[src/common/wd_pkg.sv]
// Shared constants and types of the watchdog timer control block
package wd_pkg;

   // Register byte offsets on the APB
   localparam logic [11:0] ADDR_CTRL_STATUS = 12'h000;
   localparam logic [11:0] ADDR_RESET_CAUSE = 12'h004;
   localparam int unsigned ADDR_W           = 12;
   localparam int unsigned DATA_W           = 32;

   // Field positions in watchdog_control_status
   localparam int unsigned BIT_TIMEOUT_FLAG = 7;
   localparam int unsigned BIT_IRQ_ENABLE   = 6;
   localparam int unsigned BIT_PERIOD3      = 5;
   localparam int unsigned BIT_CHANGE_UNLCK = 4;
   localparam int unsigned BIT_RESET_ENABLE = 3;
   localparam int unsigned BIT_PERIOD_HI    = 2;
   localparam int unsigned BIT_PERIOD_LO    = 0;

   // Field position in reset_cause_register
   localparam int unsigned BIT_RESET_CAUSE  = 3;

   // Values after reset
   localparam logic       RST_TIMEOUT_FLAG = 1'b0;
   localparam logic       RST_IRQ_ENABLE   = 1'b0;
   localparam logic       RST_CHANGE_UNLCK = 1'b0;
   localparam logic       RST_RESET_ENABLE = 1'b0;
   localparam logic       RST_RESET_CAUSE  = 1'b0;
   localparam logic [3:0] RST_PERIOD       = 4'h0;

   // Cycle counts
   localparam int unsigned UNLOCK_CYCLES    = 4;
   localparam int unsigned UNLOCK_CNT_W     = 3;
   localparam int unsigned PERIOD_BASE      = 2048;
   localparam logic [3:0]  PERIOD_MAX_CODE  = 4'h9;
   localparam int unsigned WD_CNT_W         = 21;

   // Clock rates
   localparam int unsigned PCLK_HZ          = 40000000;
   localparam int unsigned WD_OSC_HZ        = 128000;

   typedef enum logic [1:0] {
      MODE_STOPPED,
      MODE_IRQ,
      MODE_RESET,
      MODE_IRQ_RESET
   } wd_mode_e;

endpackage

[src/common/wd_count_if.sv]
// Link between the watchdog control logic and its time-out counter
`timescale 1ns/1ps
interface wd_count_if;
   logic       run;
   logic       restart;
   logic [3:0] period;
   logic       expire;

   modport ctrl (
      output run,
      output restart,
      output period,
      input  expire
   );

   modport counter (
      input  run,
      input  restart,
      input  period,
      output expire
   );
endinterface

[src/hw/watchdog_timer_control.sv]
// Watchdog timer control: APB register file, unlock window, mode logic
//
// Summary of operation
// - Expiry in interrupt configuration sets time-out flag
// - Entering watchdog handler clears time-out flag
// - Writing one clears flag; zero leaves it
// - Interrupt needs global enable, enable, flag
// - Mode from fuse, reset enable, interrupt enable
// - Interrupt enable alone: interrupt at each expiry
// - Combined mode: first expiry only sets flag
// - Combined mode handler entry clears enable, flag
// - Combined mode: unserviced flag, next expiry resets
// - Reset-enable clear, period change need unlock
// - Unlock bit self-clears four cycles later
// - Reset-cause flag forces reset enable to one
// - Period bits at 5 and 2..0
// - Period code n: 2048 shl n cycles; codes above 9 act as 9
// - Watchdog stays enabled after watchdog reset
// - Fuse forces reset enable one, interrupt zero
// - Counts oscillator cycles; restart returns to zero
// - Watchdog reset sets cause; zero-write clears it
`timescale 1ns/1ps
module watchdog_timer_control #(
   parameter int unsigned base_cycles = wd_pkg::PERIOD_BASE
) (
   input  wire logic        pclk,
   input  wire logic        presetn,
   input  wire logic        psel,
   input  wire logic        penable,
   input  wire logic        pwrite,
   input  wire logic [11:0] paddr,
   input  wire logic [31:0] pwdata,
   output logic      [31:0] prdata,
   output logic             pready,
   output logic             pslverr,
   input  wire logic        wd_osc_clk,
   input  wire logic        wd_always_on_fuse,
   input  wire logic        global_irq_enable,
   input  wire logic        wd_irq_enter,
   input  wire logic        wd_restart,
   output logic             wd_irq_req,
   output logic             sys_reset_req
);

   // Bus slave state
   logic        pready_reg;
   logic        pslverr_reg;
   logic [31:0] prdata_reg;

   // Fuse pin synchroniser
   logic        fuse_s1_reg;
   logic        fuse_s2_reg;

   // Control and status state
   logic        flag_reg;
   logic        ie_reg;
   logic        ce_reg;
   logic        wde_reg;
   logic        cause_reg;
   logic [3:0]  period_reg;
   logic [wd_pkg::UNLOCK_CNT_W-1:0] ce_cnt_reg;

   // Outputs
   logic        wd_irq_req_reg;
   logic        sys_reset_req_reg;

   // Decode and mode signals
   logic            access;
   logic            wr_done;
   logic            hit_ctrl;
   logic            hit_cause;
   logic            wr_ctrl;
   logic            wr_cause;
   logic            fuse;
   logic            ie_eff;
   logic            wde_eff;
   logic            expire;
   logic            flag_set;
   logic            reset_fire;
   logic [7:0]      ctrl_read;
   logic [7:0]      cause_read;
   wd_pkg::wd_mode_e mode;

   wd_count_if cif ();

   // APB decode: one wait state, write lands on the pready edge
   assign access    = psel & penable;
   assign wr_done   = access & pready_reg & pwrite;
   assign hit_ctrl  = paddr[11:2] == wd_pkg::ADDR_CTRL_STATUS[11:2];
   assign hit_cause = paddr[11:2] == wd_pkg::ADDR_RESET_CAUSE[11:2];
   assign wr_ctrl   = wr_done & hit_ctrl;
   assign wr_cause  = wr_done & hit_cause;

   // Fuse is a pin, so it is synchronised before use
   always_ff @(posedge pclk or negedge presetn) begin
      if (!presetn) begin
         fuse_s1_reg <= 1'b0;
         fuse_s2_reg <= 1'b0;
      end else begin
         fuse_s1_reg <= wd_always_on_fuse;
         fuse_s2_reg <= fuse_s1_reg;
      end
   end

   assign fuse = fuse_s2_reg;

   assign ie_eff = ie_reg & ~fuse;
   assign wde_eff = wde_reg | cause_reg | fuse;

   always_comb begin
      unique case ({wde_eff, ie_eff})
         2'b00: mode = wd_pkg::MODE_STOPPED;
         2'b01: mode = wd_pkg::MODE_IRQ;
         2'b10: mode = wd_pkg::MODE_RESET;
         2'b11: mode = wd_pkg::MODE_IRQ_RESET;
      endcase
   end

   // Expiry action by mode
   always_comb begin
      flag_set   = 1'b0;
      reset_fire = 1'b0;
      unique case (mode)
         wd_pkg::MODE_STOPPED: begin
            flag_set   = 1'b0;
         end
         wd_pkg::MODE_IRQ: begin
            flag_set   = expire;
         end
         wd_pkg::MODE_RESET: begin
            reset_fire = expire;
         end
         wd_pkg::MODE_IRQ_RESET: begin
            flag_set   = expire & ~flag_reg;
            reset_fire = expire & flag_reg;
         end
      endcase
   end

   // Counter hookup
   assign cif.run     = mode != wd_pkg::MODE_STOPPED;
   assign cif.restart = wd_restart;
   assign cif.period  = period_reg;
   assign expire      = cif.expire;

   wd_counter #(
      .base_cycles (base_cycles),
      .cnt_w       (wd_pkg::WD_CNT_W)
   ) u_counter (
      .pclk       (pclk),
      .presetn    (presetn),
      .wd_osc_clk (wd_osc_clk),
      .cif        (cif)
   );

   // Time-out flag; a flag-setting expiry beats any clear in the same cycle
   always_ff @(posedge pclk or negedge presetn) begin
      if (!presetn) begin
         flag_reg <= wd_pkg::RST_TIMEOUT_FLAG;
      end else begin
         if (flag_set) begin
            flag_reg <= 1'b1;
         end else if (wd_irq_enter) begin
            flag_reg <= 1'b0;
         end else if (wr_ctrl && pwdata[wd_pkg::BIT_TIMEOUT_FLAG]) begin
            flag_reg <= 1'b0;
         end
      end
   end

   // Interrupt enable, freely writable
   always_ff @(posedge pclk or negedge presetn) begin
      if (!presetn) begin
         ie_reg <= wd_pkg::RST_IRQ_ENABLE;
      end else begin
         if (wr_ctrl) begin
            ie_reg <= pwdata[wd_pkg::BIT_IRQ_ENABLE];
         end else if (wd_irq_enter && mode == wd_pkg::MODE_IRQ_RESET) begin
            ie_reg <= 1'b0;
         end
      end
   end

   // Unlock window
   always_ff @(posedge pclk or negedge presetn) begin
      if (!presetn) begin
         ce_reg     <= wd_pkg::RST_CHANGE_UNLCK;
         ce_cnt_reg <= '0;
      end else begin
         if (wr_ctrl && pwdata[wd_pkg::BIT_CHANGE_UNLCK]) begin
            ce_reg     <= 1'b1;
            ce_cnt_reg <= wd_pkg::UNLOCK_CNT_W'(wd_pkg::UNLOCK_CYCLES - 1);
         end else if (ce_cnt_reg != '0) begin
            ce_cnt_reg <= ce_cnt_reg - wd_pkg::UNLOCK_CNT_W'(1);
         end else begin
            ce_reg <= 1'b0;
         end
      end
   end

   // Reset enable and period; the window is judged on the value before the write
   always_ff @(posedge pclk or negedge presetn) begin
      if (!presetn) begin
         wde_reg    <= wd_pkg::RST_RESET_ENABLE;
         period_reg <= wd_pkg::RST_PERIOD;
      end else if (wr_ctrl) begin
         // Setting is always allowed; it only tightens the watchdog
         if (pwdata[wd_pkg::BIT_RESET_ENABLE]) begin
            wde_reg <= 1'b1;
         // clear only unlocked, never while forced
         end else if (ce_reg && !cause_reg && !fuse) begin
            wde_reg <= 1'b0;
         end
         if (ce_reg) begin
            period_reg <= {pwdata[wd_pkg::BIT_PERIOD3],
                           pwdata[wd_pkg::BIT_PERIOD_HI:wd_pkg::BIT_PERIOD_LO]};
         end
      end
   end

   // Reset cause; survives the system reset it reports
   always_ff @(posedge pclk or negedge presetn) begin
      if (!presetn) begin
         cause_reg <= wd_pkg::RST_RESET_CAUSE;
      end else begin
         if (reset_fire) begin
            cause_reg <= 1'b1;
         end else if (wr_cause && !pwdata[wd_pkg::BIT_RESET_CAUSE]) begin
            cause_reg <= 1'b0;
         end
      end
   end

   // Outputs registered; request lags its inputs by one cycle
   always_ff @(posedge pclk or negedge presetn) begin
      if (!presetn) begin
         wd_irq_req_reg    <= 1'b0;
         sys_reset_req_reg <= 1'b0;
      end else begin
         wd_irq_req_reg    <= global_irq_enable & ie_eff & flag_reg;
         sys_reset_req_reg <= reset_fire;
      end
   end

   // Read views
   assign ctrl_read = {flag_reg, ie_eff, period_reg[3], ce_reg, wde_eff, period_reg[2:0]};
   assign cause_read = 8'(cause_reg) << wd_pkg::BIT_RESET_CAUSE;

   // APB answer: unmapped addresses get pslverr and zero data
   always_ff @(posedge pclk or negedge presetn) begin
      if (!presetn) begin
         pready_reg  <= 1'b0;
         pslverr_reg <= 1'b0;
         prdata_reg  <= 32'h0000_0000;
      end else begin
         pready_reg  <= access & ~pready_reg;
         pslverr_reg <= access & ~pready_reg & ~(hit_ctrl | hit_cause);
         if (access && !pready_reg && !pwrite && hit_ctrl) begin
            prdata_reg <= {24'h00_0000, ctrl_read};
         end else if (access && !pready_reg && !pwrite && hit_cause) begin
            prdata_reg <= {24'h00_0000, cause_read};
         end else begin
            prdata_reg <= 32'h0000_0000;
         end
      end
   end

   assign prdata        = prdata_reg;
   assign pready        = pready_reg;
   assign pslverr       = pslverr_reg;
   assign wd_irq_req    = wd_irq_req_reg;
   assign sys_reset_req = sys_reset_req_reg;

endmodule

[src/hw/wd_counter.sv]
// Watchdog time-out counter driven by the synchronised oscillator pin
`timescale 1ns/1ps
module wd_counter #(
   parameter int unsigned base_cycles = wd_pkg::PERIOD_BASE,
   parameter int unsigned cnt_w       = wd_pkg::WD_CNT_W
) (
   input  wire logic  pclk,
   input  wire logic  presetn,
   input  wire logic  wd_osc_clk,
   wd_count_if.counter cif
);

   logic             osc_s1_reg;
   logic             osc_s2_reg;
   logic             osc_s3_reg;
   logic             tick;
   logic [3:0]       code;
   logic [cnt_w-1:0] limit;
   logic [cnt_w-1:0] cnt_reg;
   logic             expire_reg;

   always_ff @(posedge pclk or negedge presetn) begin
      if (!presetn) begin
         osc_s1_reg <= 1'b0;
         osc_s2_reg <= 1'b0;
         osc_s3_reg <= 1'b0;
      end else begin
         osc_s1_reg <= wd_osc_clk;
         osc_s2_reg <= osc_s1_reg;
         osc_s3_reg <= osc_s2_reg;
      end
   end

   // One tick per oscillator rising edge, never two
   assign tick = osc_s2_reg & ~osc_s3_reg;

   assign code  = (cif.period > wd_pkg::PERIOD_MAX_CODE) ? wd_pkg::PERIOD_MAX_CODE : cif.period;
   assign limit = cnt_w'(base_cycles) << code;

   always_ff @(posedge pclk or negedge presetn) begin
      if (!presetn) begin
         cnt_reg    <= '0;
         expire_reg <= 1'b0;
      end else begin
         expire_reg <= 1'b0;
         if (!cif.run || cif.restart) begin
            cnt_reg <= '0;
         end else if (tick) begin
            // Compare with >= so a shortened period expires at the next tick
            if (cnt_reg >= limit - cnt_w'(1)) begin
               cnt_reg    <= '0;
               expire_reg <= 1'b1;
            end else begin
               cnt_reg <= cnt_reg + cnt_w'(1);
            end
         end
      end
   end

   assign cif.expire = expire_reg;

endmodule

[config.mk]
export PLATFORM = sky130hd
export DESIGN_NAME = watchdog_timer_control
export DESIGN_NICKNAME = d
export VERILOG_FILES = /design/src/common/wd_pkg.sv /design/src/common/wd_count_if.sv /design/src/hw/watchdog_timer_control.sv /design/src/hw/wd_counter.sv
export SDC_FILE = /design/constraint.sdc
export NUM_CORES = 1
export LEC_CHECK = 0
export BUFFER_PORTS_ARGS = -buffer_cell sky130_fd_sc_hd__buf_2
export CORE_ASPECT_RATIO = 1.1
export CORE_UTILIZATION = 55
export DETAILED_ROUTE_END_ITERATION = 8
export GPL_TIMING_DRIVEN = 0
export PLACE_DENSITY_LB_ADDON = 0.05
export SYNTH_ARGS = -nofsm -noshare
export SYNTH_HDL_FRONTEND = slang
export SYNTH_SLANG_ARGS = --single-unit
export TNS_END_PERCENT = 30
[constraint.sdc]
create_clock -name pclk -period 6 [get_ports pclk]
set_input_delay 1.5 -clock pclk [delete_from_list [all_inputs] [get_ports pclk]]
set_output_delay 1.5 -clock pclk [all_outputs]
set_load 0.005 [all_outputs]
### Yosys cells after proc, flatten, opt, wreduce, memory -nomap -nowiden

Index checks and enable logic that the tools add are counted.

| word-level totals | value |
|---|---|
| flip-flop bits (word level) | 75 |
| output and inout port bits | 36 |

| cells by class | value |
|---|---|
| equal/unequal tests | 8 |
| shifts and indexed selects | 1 |
| bitwise operators | 21 |
| add/sub/neg operators | 3 |
| order comparisons | 2 |
| reduce and logical (&&, ||, !) cells | 29 |
| mux-type cells | 25 |

Operators with widths:

| operator | count |
|---|---|
| $mux W21 | 3 |
| $mux W32 | 1 |
| $add A21 B1 Y21 const B | 1 |
| $ge A21 B21 Y1 | 1 |
| $shl A12 B4 Y21 const A | 1 |
| $sub A21 B1 Y21 const B | 1 |
| $mux W1 | 14 |
| $and A1 B1 Y1 | 13 |
| $reduce_bool A2 Y1 | 6 |
| $eq A10 B1 Y1 const B | 1 |
| $logic_and A1 B1 Y1 | 10 |
| $logic_not A10 Y1 | 1 |
| $eq A2 B2 Y1 const B | 4 |
| $mux W4 | 2 |
| $pmux W2 S4 | 1 |
| $logic_not A1 Y1 | 6 |
| $mux W3 | 2 |
| $reduce_bool A3 Y1 | 2 |
| $not A1 Y1 | 5 |
| $eq A2 B1 Y1 const B | 2 |
| $gt A4 B4 Y1 const B | 1 |
| $pmux W1 S2 | 2 |
| $reduce_and A2 Y1 | 2 |
| $or A1 B1 Y1 | 3 |
| 4 further kinds | 4 |

### Depth between registers and ports, before layout

Gate-level depths: netlist of run 1.

| depth | value |
|---|---|
| depth in word-level cells | 8 |
| mapped depth | 16 |

### Hierarchy

A second synthesis of run 1 with hierarchy kept.

| second synthesis, totals | value |
|---|---|
| cell total of the unflattened synthesis | 318 |
| area, all modules | 3016.6 um2 |

Modules (own cells, without submodules):

| module | area each (um2) | cells an instance | seq. area each (um2) | times used |
|---|---|---|---|---|
| wd_counter | 1754.2 | 202 | 625.6 | 1 |
| watchdog_timer_control | 1262.5 | 116 | 650.6 | 1 |

### Worst setup path before layout of run 1

OpenSTA, ideal clock, no wires.

| timing | value |
|---|---|
| kind | flip-flop to flip-flop |
| from | register period_reg[3], in the netlist cif.period[3] |
| to | register u_counter.cnt_reg[11] |
| setup slack | 3.142 ns |
| stages on the path, launching flop included | 15 |
| buffers on the path | 2 |
| data arrival time | 2.786 ns |
| path through | dfrtp_1 -> nor2_1 -> nand3b_1 -> ha_1 -> a21o_1 -> a22oi_1 -> ha_1 -> nand4_1 -> nor3_1 -> and3_1 -> or3b_1 -> a211o_1 -> buf_6 -> buf_6 -> nor2_1 |

| on the way | value |
|---|---|
| longest elaborated chain between the ends | 8 |

RTL lines:

| what | RTL line | RTL |
|---|---|---|
| start: declaration | watchdog_timer_control.sv:60 | `logic [3:0] period_reg;` |
| start signal: assignment | watchdog_timer_control.sv:205 | `period_reg <= wd_pkg::RST_PERIOD;` |
| start signal: assignment | watchdog_timer_control.sv:215 | `period_reg <= {pwdata[wd_pkg::BIT_PERIOD3],` |
| $gt A4 B4 Y1 | wd_counter.sv:37 | `assign code = (cif.period > wd_pkg::PERIOD_MAX_CODE) ? wd_pkg::PERIOD_MAX_CODE : cif.period;` |
| $mux W4 * | wd_counter.sv:37 |  |
| $shl A12 B4 Y21 * | wd_counter.sv:38 | `assign limit = cnt_w'(base_cycles) << code;` |
| $sub A21 B1 Y21 * | wd_counter.sv:50 | `if (cnt_reg >= limit - cnt_w'(1)) begin` |
| $ge A21 B21 Y1 * | wd_counter.sv:50 |  |
| $mux W21 * | wd_counter.sv:50 |  |
| $mux W21 * | wd_counter.sv:48 | `end else if (tick) begin` |
| $mux W21 * | wd_counter.sv:46 | `if (!cif.run \|\| cif.restart) begin` |
| end signal: assignment | wd_counter.sv:54 | `cnt_reg <= cnt_reg + cnt_w'(1);` |
| end: declaration | wd_counter.sv:19 | `logic [cnt_w-1:0] cnt_reg;` |

Every way passes the cells marked *; elsewhere a longest branch is shown, timed or not. The select of a mux whose other input is x is not followed.
A chain may end at the register's enable or synchronous reset.

### Worst setup path after layout of run 1

Ends and elaborated chain as after synthesis.

==> results of run 1 <==
==> layer usage <==
layer	global-route usage	vias up	wire [microns]	part of all wire
met5	0	-	0	0
met4	0.0714	0	63	0.014
met3	0.0331	8	169	0.038
met2	0.296	41	2150	0.48
met1	0.222	889	2050	0.46
li1	-	1024	-	-
==> stage by stage <==
| stage | std cells | power [W] |
|---|---|---|
| after detailed placement | 395 | 0.000459 |
| after CTS | 403 | 0.000694 |
| final | 403 | 0.000685 |
| after global placement | 395 | 0.000458 |
| after floorplan | 300 | 0.000434 |
| after global routing | 403 | 0.000724 |
==> critical path: stages (launching register included) <==
cell	delay, ns
dfrtp_1	0.47
nor2_1	0.27
nand3b_1	0.12
ha_1	0.26
a21o_1	0.19
a22oi_1	0.15
ha_1	0.25
nand4_1	0.10
nor3_1	0.08
and3_1	0.15
or3b_1	0.39
a211o_1	0.29
buf_6	0.15
buf_6	0.14
nor2_1	0.10
==> worst paths after layout <==
path | to | slack, ns | cells past startpoint
min in group asynchronous | pslverr | 1.39 | 1
setup reg to reg | u_counter.cnt_reg[11] | 2.84 | 14
max in group asynchronous | cif.period[1] | 3.95 | 1
hold reg to reg | u_counter.osc_s2_reg | 0.36 | 0
hold / removal | u_counter.osc_s2_reg | 0.36 | 0
setup / recovery | u_counter.cnt_reg[11] | 2.84 | 14
==> cell type report <==
class / instances / area share
multi-input cells: 208 / 0.405
repair buffers: 39 / 0.0606
plain buffers: 28 / 0.0665
well taps: 56 / 0.0218
clock buffers: 5 / 0.0214
flip-flops and latches: 51 / 0.396
inverters: 13 / 0.0152
clock inverters: 3 / 0.0136
==> where the power goes <==
group / switching (W) / internal [W]
sequential: 0.00000718 / 0.000358
clock: 0.000109 / 0.000124
combinational: 0.0000435 / 0.0000431
total: 0.000160 / 0.000525
==> kinds of logic after synthesis <==
family / after synthesis / share of synthesized area
other cells: 2 / 0.00273
compound gates: 30 / 0.0690
simple gates: 114 / 0.222
mux: 5 / 0.0204
xor+xnor: 20 / 0.0636
buf+inv: 41 / 0.0954
fa+ha+maj: 14 / 0.0636
flops: 51 / 0.463
==> placed cells by master (no fill, tap or decap), types with 2 or more instances in the layout <==
master / synthesis / final
clkbuf_8: 0 / 5
o21ai_0: 5 / 5
buf_6: 2 / 2
conb_1: 2 / 25
a211o_1: 2 / 2
nand4_1: 6 / 6
or3_1: 2 / 2
o21a_1: 2 / 2
nand3b_1: 3 / 3
nand2_1: 21 / 21
xor2_1: 10 / 10
inv_1: 13 / 13
nand3_1: 8 / 8
nor2b_1: 2 / 2
and2_1: 11 / 11
mux2_2: 5 / 5
a21oi_1: 10 / 10
and3_1: 2 / 2
buf_2: 0 / 39
o211ai_1: 2 / 2
nor3_1: 8 / 8
o31ai_1: 2 / 2
nor2_2: 5 / 5
a21o_1: 3 / 3
nor4_1: 3 / 3
buf_4: 25 / 25
dfrtp_1: 51 / 51
nor2_1: 32 / 32
ha_1: 14 / 14
nand2b_1: 2 / 2
xnor2_1: 10 / 10
==> results.cfg, run 1 <==
[pwr]
ir_drop_v = 0.0000990
p_per_area_mw_per_mm2 = 213
power_leakage_nw = 1.60

[final_layout]
final_cell_area_sq_mm = 0.00322
area_delta_synth_final_pct = 16.8
num_antenna_cells = 0
fin_util = 0.682
fill_cells = 394
layout.area.seq_sq_mm = 0.00128
drive_above_1_share = 0.256
multi_input_area_sq_mm = 0.00130
nets = 414
largest_register_ffs = 21

[clock_network]
clk_path_buf_depth = 2
clk_latency_ns = 0.30
cts-resized-gates = 0
cts_buffers = 5
post-cts-setup-buffers = 0
hold_buffers = 0
cts_tree = done
clkTransAtPathRegs_ns = 0.09
root_buffer = clkbuf_8
cts_sinks = 51
cts_max_level = 2

[timing]
skew_ns = 0.00715
holdWs_ns = 0.357
fin_setup_tns_ns = 0
finalCritPeriodShare = 0.527
hold_viol_final = 0
setup_viol = 0
grt_setup_unrepaired = false
layout_setup_ws_ns = 2.84
clock.fmax_mhz = 316
slew_headroom = 0.284
period_minus_slack_ns = 3.16
worst_slew_pin_slew_ns = 1.07
final_max_slew_viol_count = 0

[global_route]
gr-usage-all-layers = 0.176
grt_pass1_vias = 1739
grt_max_degree = 52
antenna_found_initial = 0
grt_pass1_wl_mm = 7.52
gr-total-overflow = 0

[synthesis]
synthTopCellsByCount = dfrtp_1 (51), nor2_1 (32), buf_4 (25)
netlist_instances = 277
netlist_top_cells_area = dfrtp_1 (46%), buf_4 (6.8%), ha_1 (6.4%)
synthDistinctLibCells = 43
synth_area_sq_mm = 0.00276
syn_area_per_cell_sq_um = 9.95
ys_seq_elements = 51
yosysMostFrequentCell = dfrtp_1
synth_top_area_share = 0.463
async_flop_share = 1.00
yosysWarningCount = 0
synth-edff-count = 0
yosysSeqAreaShare = 0.463
synth_top_flop_cell = dfrtp_1
netlist.top_cell.by_area = dfrtp_1

[flow_run]
cap_violations = 0

[floorplan]
fp.dieW_microns = 69.5
io_pins = 90
die_area_sq_mm = 0.00530
coreArea_sq_mm = 0.00472
dieHeight_microns = 76.2
row_count = 26
start_util = 0.584

[routing]
route.detailed.drc = 0
totalWireLength_mm = 4.43
ant_nets = 0
drt_first_iter_violations = 54
drt_pass1_iterations = 4
wl_per_cell_microns = 11.0
via_count = 1962
vias_per_cell = 4.87

[placed_design]
place_congestion = 0.803
port_buffers = 39
dp_hpwl_mm = 3.36
placed_cell_area_sq_mm = 0.00311
preCtsSetupSlack_ns = 2.76

[setup_path]
r2r-start = cif.period[3]
cp.required_ns = 6.24
critPathLaunchType = flop
cp_max_fo = 10
cp.arrival_ns = 3.40
endpoint_kind = flop
cp-startpoint = cif.period[3]
critPathKind = reg -> reg

[min_path]
hold_class = reg -> reg
hold_start = u_counter.osc_s1_reg

[status]
status = complete, no violations
Power figures use the tool's default switching activity.
==> run 2: changes to the inputs <==
Settings changed: ABC_AREA from default to 1, CORE_UTILIZATION 55 to 52.
Clock period 6 ns to 3 ns, I/O delays scaled along.
==> run 2 against run 1 <==
Against the previous run: final cell count increased by 36%; critical path depth grew 3; maximum frequency increased by 16%; power rose by 94%; sequential share of layout area shrank 4.4 points; non-clock buffer count is 2 lower; wire length up 34%; critical endpoint is now u_counter.cnt_reg[5]; largest power group unchanged.
==> results.cfg, run 2 <==
[floorplan]
die_area_sq_mm = 0.00635
start_util = 0.541
dieHeight_microns = 83.5
coreArea_sq_mm = 0.00581
fp.dieW_microns = 76.1
io_pins = 90
row_count = 29

[placed_design]
place_congestion = 0.879
dp_hpwl_mm = 4.58
preCtsSetupSlack_ns = 0.143
port_buffers = 39

[synthesis]
netlist_instances = 400
ys_seq_elements = 51
yosysSeqAreaShare = 0.407
synth_area_sq_mm = 0.00314
synthTopCellsByCount = nand2_1 (94), inv_1 (53), dfrtp_1 (51)
yosysMostFrequentCell = nand2_1
syn_area_per_cell_sq_um = 7.85
synth_top_area_share = 0.407
synth_top_flop_cell = dfrtp_1
synth-edff-count = 0
async_flop_share = 1.00
netlist_top_cells_area = dfrtp_1 (41%), nand2_1 (11%), inv_1 (6.3%)
synthDistinctLibCells = 36
yosysWarningCount = 0
netlist.top_cell.by_area = dfrtp_1

[timing]
worst_slew_pin_slew_ns = 1.13
hold_viol_final = 0
final_max_slew_viol_count = 0
grt_setup_unrepaired = false
fin_setup_tns_ns = 0
setup_viol = 0
finalCritPeriodShare = 0.911
period_minus_slack_ns = 2.73
slew_headroom = 0.248
layout_setup_ws_ns = 0.268
skew_ns = 0.0103
clock.fmax_mhz = 366

[setup_path]
endpoint_kind = flop
slowest_stage = dfrtp_1
critPathLaunchType = flop
cp.arrival_ns = 2.93
critPathTopFamily = simple AND/OR/NAND/NOR gates
critPathKind = reg -> reg
cp_num_buf_inv = 4
critPathMaxStageDelay_ns = 0.45
crit_chain = nor4_2 -> inv_1 -> ha_1 -> nand2_1 -> xor2_1 -> inv_1 -> ha_1 -> nand2_1 -> nor2_2 -> nand3_1 -> nor2_1 -> nor2_1 -> nand3_2 -> nand2_4 -> inv_4 -> buf_12 -> nor2_2
cp.required_ns = 3.20
cp_max_fo = 10

[final_layout]
num_antenna_cells = 0
mostFrequentLayoutCells = nand2_1 (94), inv_1 (53), dfrtp_1 (51), nor2_1 (47), buf_2 (39)
fill_cells = 560
nets = 537
area_delta_synth_final_pct = 15.3
layout_commonest_cell = nand2_1
largest_register_ffs = 21
drive_above_1_share = 0.230

[pwr]
p_per_area_mw_per_mm2 = 367
power_w = 0.00133
ir_drop_v = 0.000348
power_leakage_nw = 1.94

[clock_network]
clkTransAtPathRegs_ns = 0.10
cts_max_level = 2
cts_sinks = 51
cts_tree = done
root_buffer = clkbuf_8
cts_buffers = 5
clk_path_buf_depth = 2
clk_latency_ns = 0.31
hold_buffers = 0

[global_route]
grt_max_degree = 52
gr-usage-all-layers = 0.204
grt_pass1_wl_mm = 10.4
gr-total-overflow = 0
antenna_found_initial = 0
grt_pass1_vias = 2468

[flow_run]
cap_violations = 0

[routing]
wl_per_cell_microns = 10.8
via_count = 2570
route.detailed.drc = 0
ant_nets = 0
totalWireLength_mm = 5.92
vias_per_cell = 4.70
drt_first_iter_violations = 122
drt_pass1_iterations = 4

[status]
status = complete, no violations

[min_path]
hold_class = reg -> reg
-- run 2: cell families after synthesis --
logic type,share of synthesized area
and+or+nand+nor,0.313
buffers and inverters,0.135
DFF,0.407
AOI/OAI and AO/OA,0.0447
xor gates and xnor gates,0.0419
adders and majority gates,0.0558
other,0.00239
-- run 2: metrics by stage --
step                       util  area, sq um  instances  hold WS (ns)
after detailed placement  0.606         3520        539         0.340
after global routing      0.623         3620        547         0.364
after CTS                 0.622         3610        547         0.364
after floorplan               -         3220        423         0.331
final                     0.623         3620        547         0.360
after global placement    0.606         3520        539         0.334
-- run 2: what timing repair did --
| action | CTS | global route |
|---|---|---|
| endpoints found under the hold margin | 0 | 0 |
| gates resized for setup | 0 | 2 |
| buffers inserted | 0 | 0 |
| setup endpoints to repair | 0 | 16 |
-- run 2: cell type report --
cell class	instances	area, sq um	share of cell area
multi-input cells	290	1530	0.424
flip-flops and latches	51	1280	0.353
inverters	56	213	0.0588
plain buffers	26	211	0.0585
repair buffers	39	195	0.0540
well taps	77	96.3	0.0266
clock buffers	5	68.8	0.0190
clock inverters	3	23.8	0.00657
-- run 2: path summary, 6_finish.rpt --
check / from / endpoint / slack (ns) / cells past startpoint
worst min register to register: u_counter.osc_s1_reg / u_counter.osc_s2_reg / 0.36 / 0
max in group asynchronous: presetn / u_counter.cnt_reg[13] / 1.65 / 1
min in group asynchronous: presetn / prdata[0] / 0.64 / 1
worst max register to register: cif.period[3] / u_counter.cnt_reg[5] / 0.27 / 17
worst max-delay path: cif.period[3] / u_counter.cnt_reg[5] / 0.27 / 17
worst min-delay path: u_counter.osc_s1_reg / u_counter.osc_s2_reg / 0.36 / 0
-- run 2: routing by layer --
metal / up-vias / GRT usage / share of wire
met5: - / 0 / 0
li1: 1333 / - / -
met1: 1174 / 0.256 / 0.46
met4: 0 / 0.0472 / 0.014
met3: 8 / 0.0328 / 0.036
met2: 55 / 0.369 / 0.49
-- run 2: where the power goes --
group | switching, W | internal, W
combinational | 0.000110 | 0.0000840
sequential | 0.0000117 | 0.000716
clock | 0.000237 | 0.000169
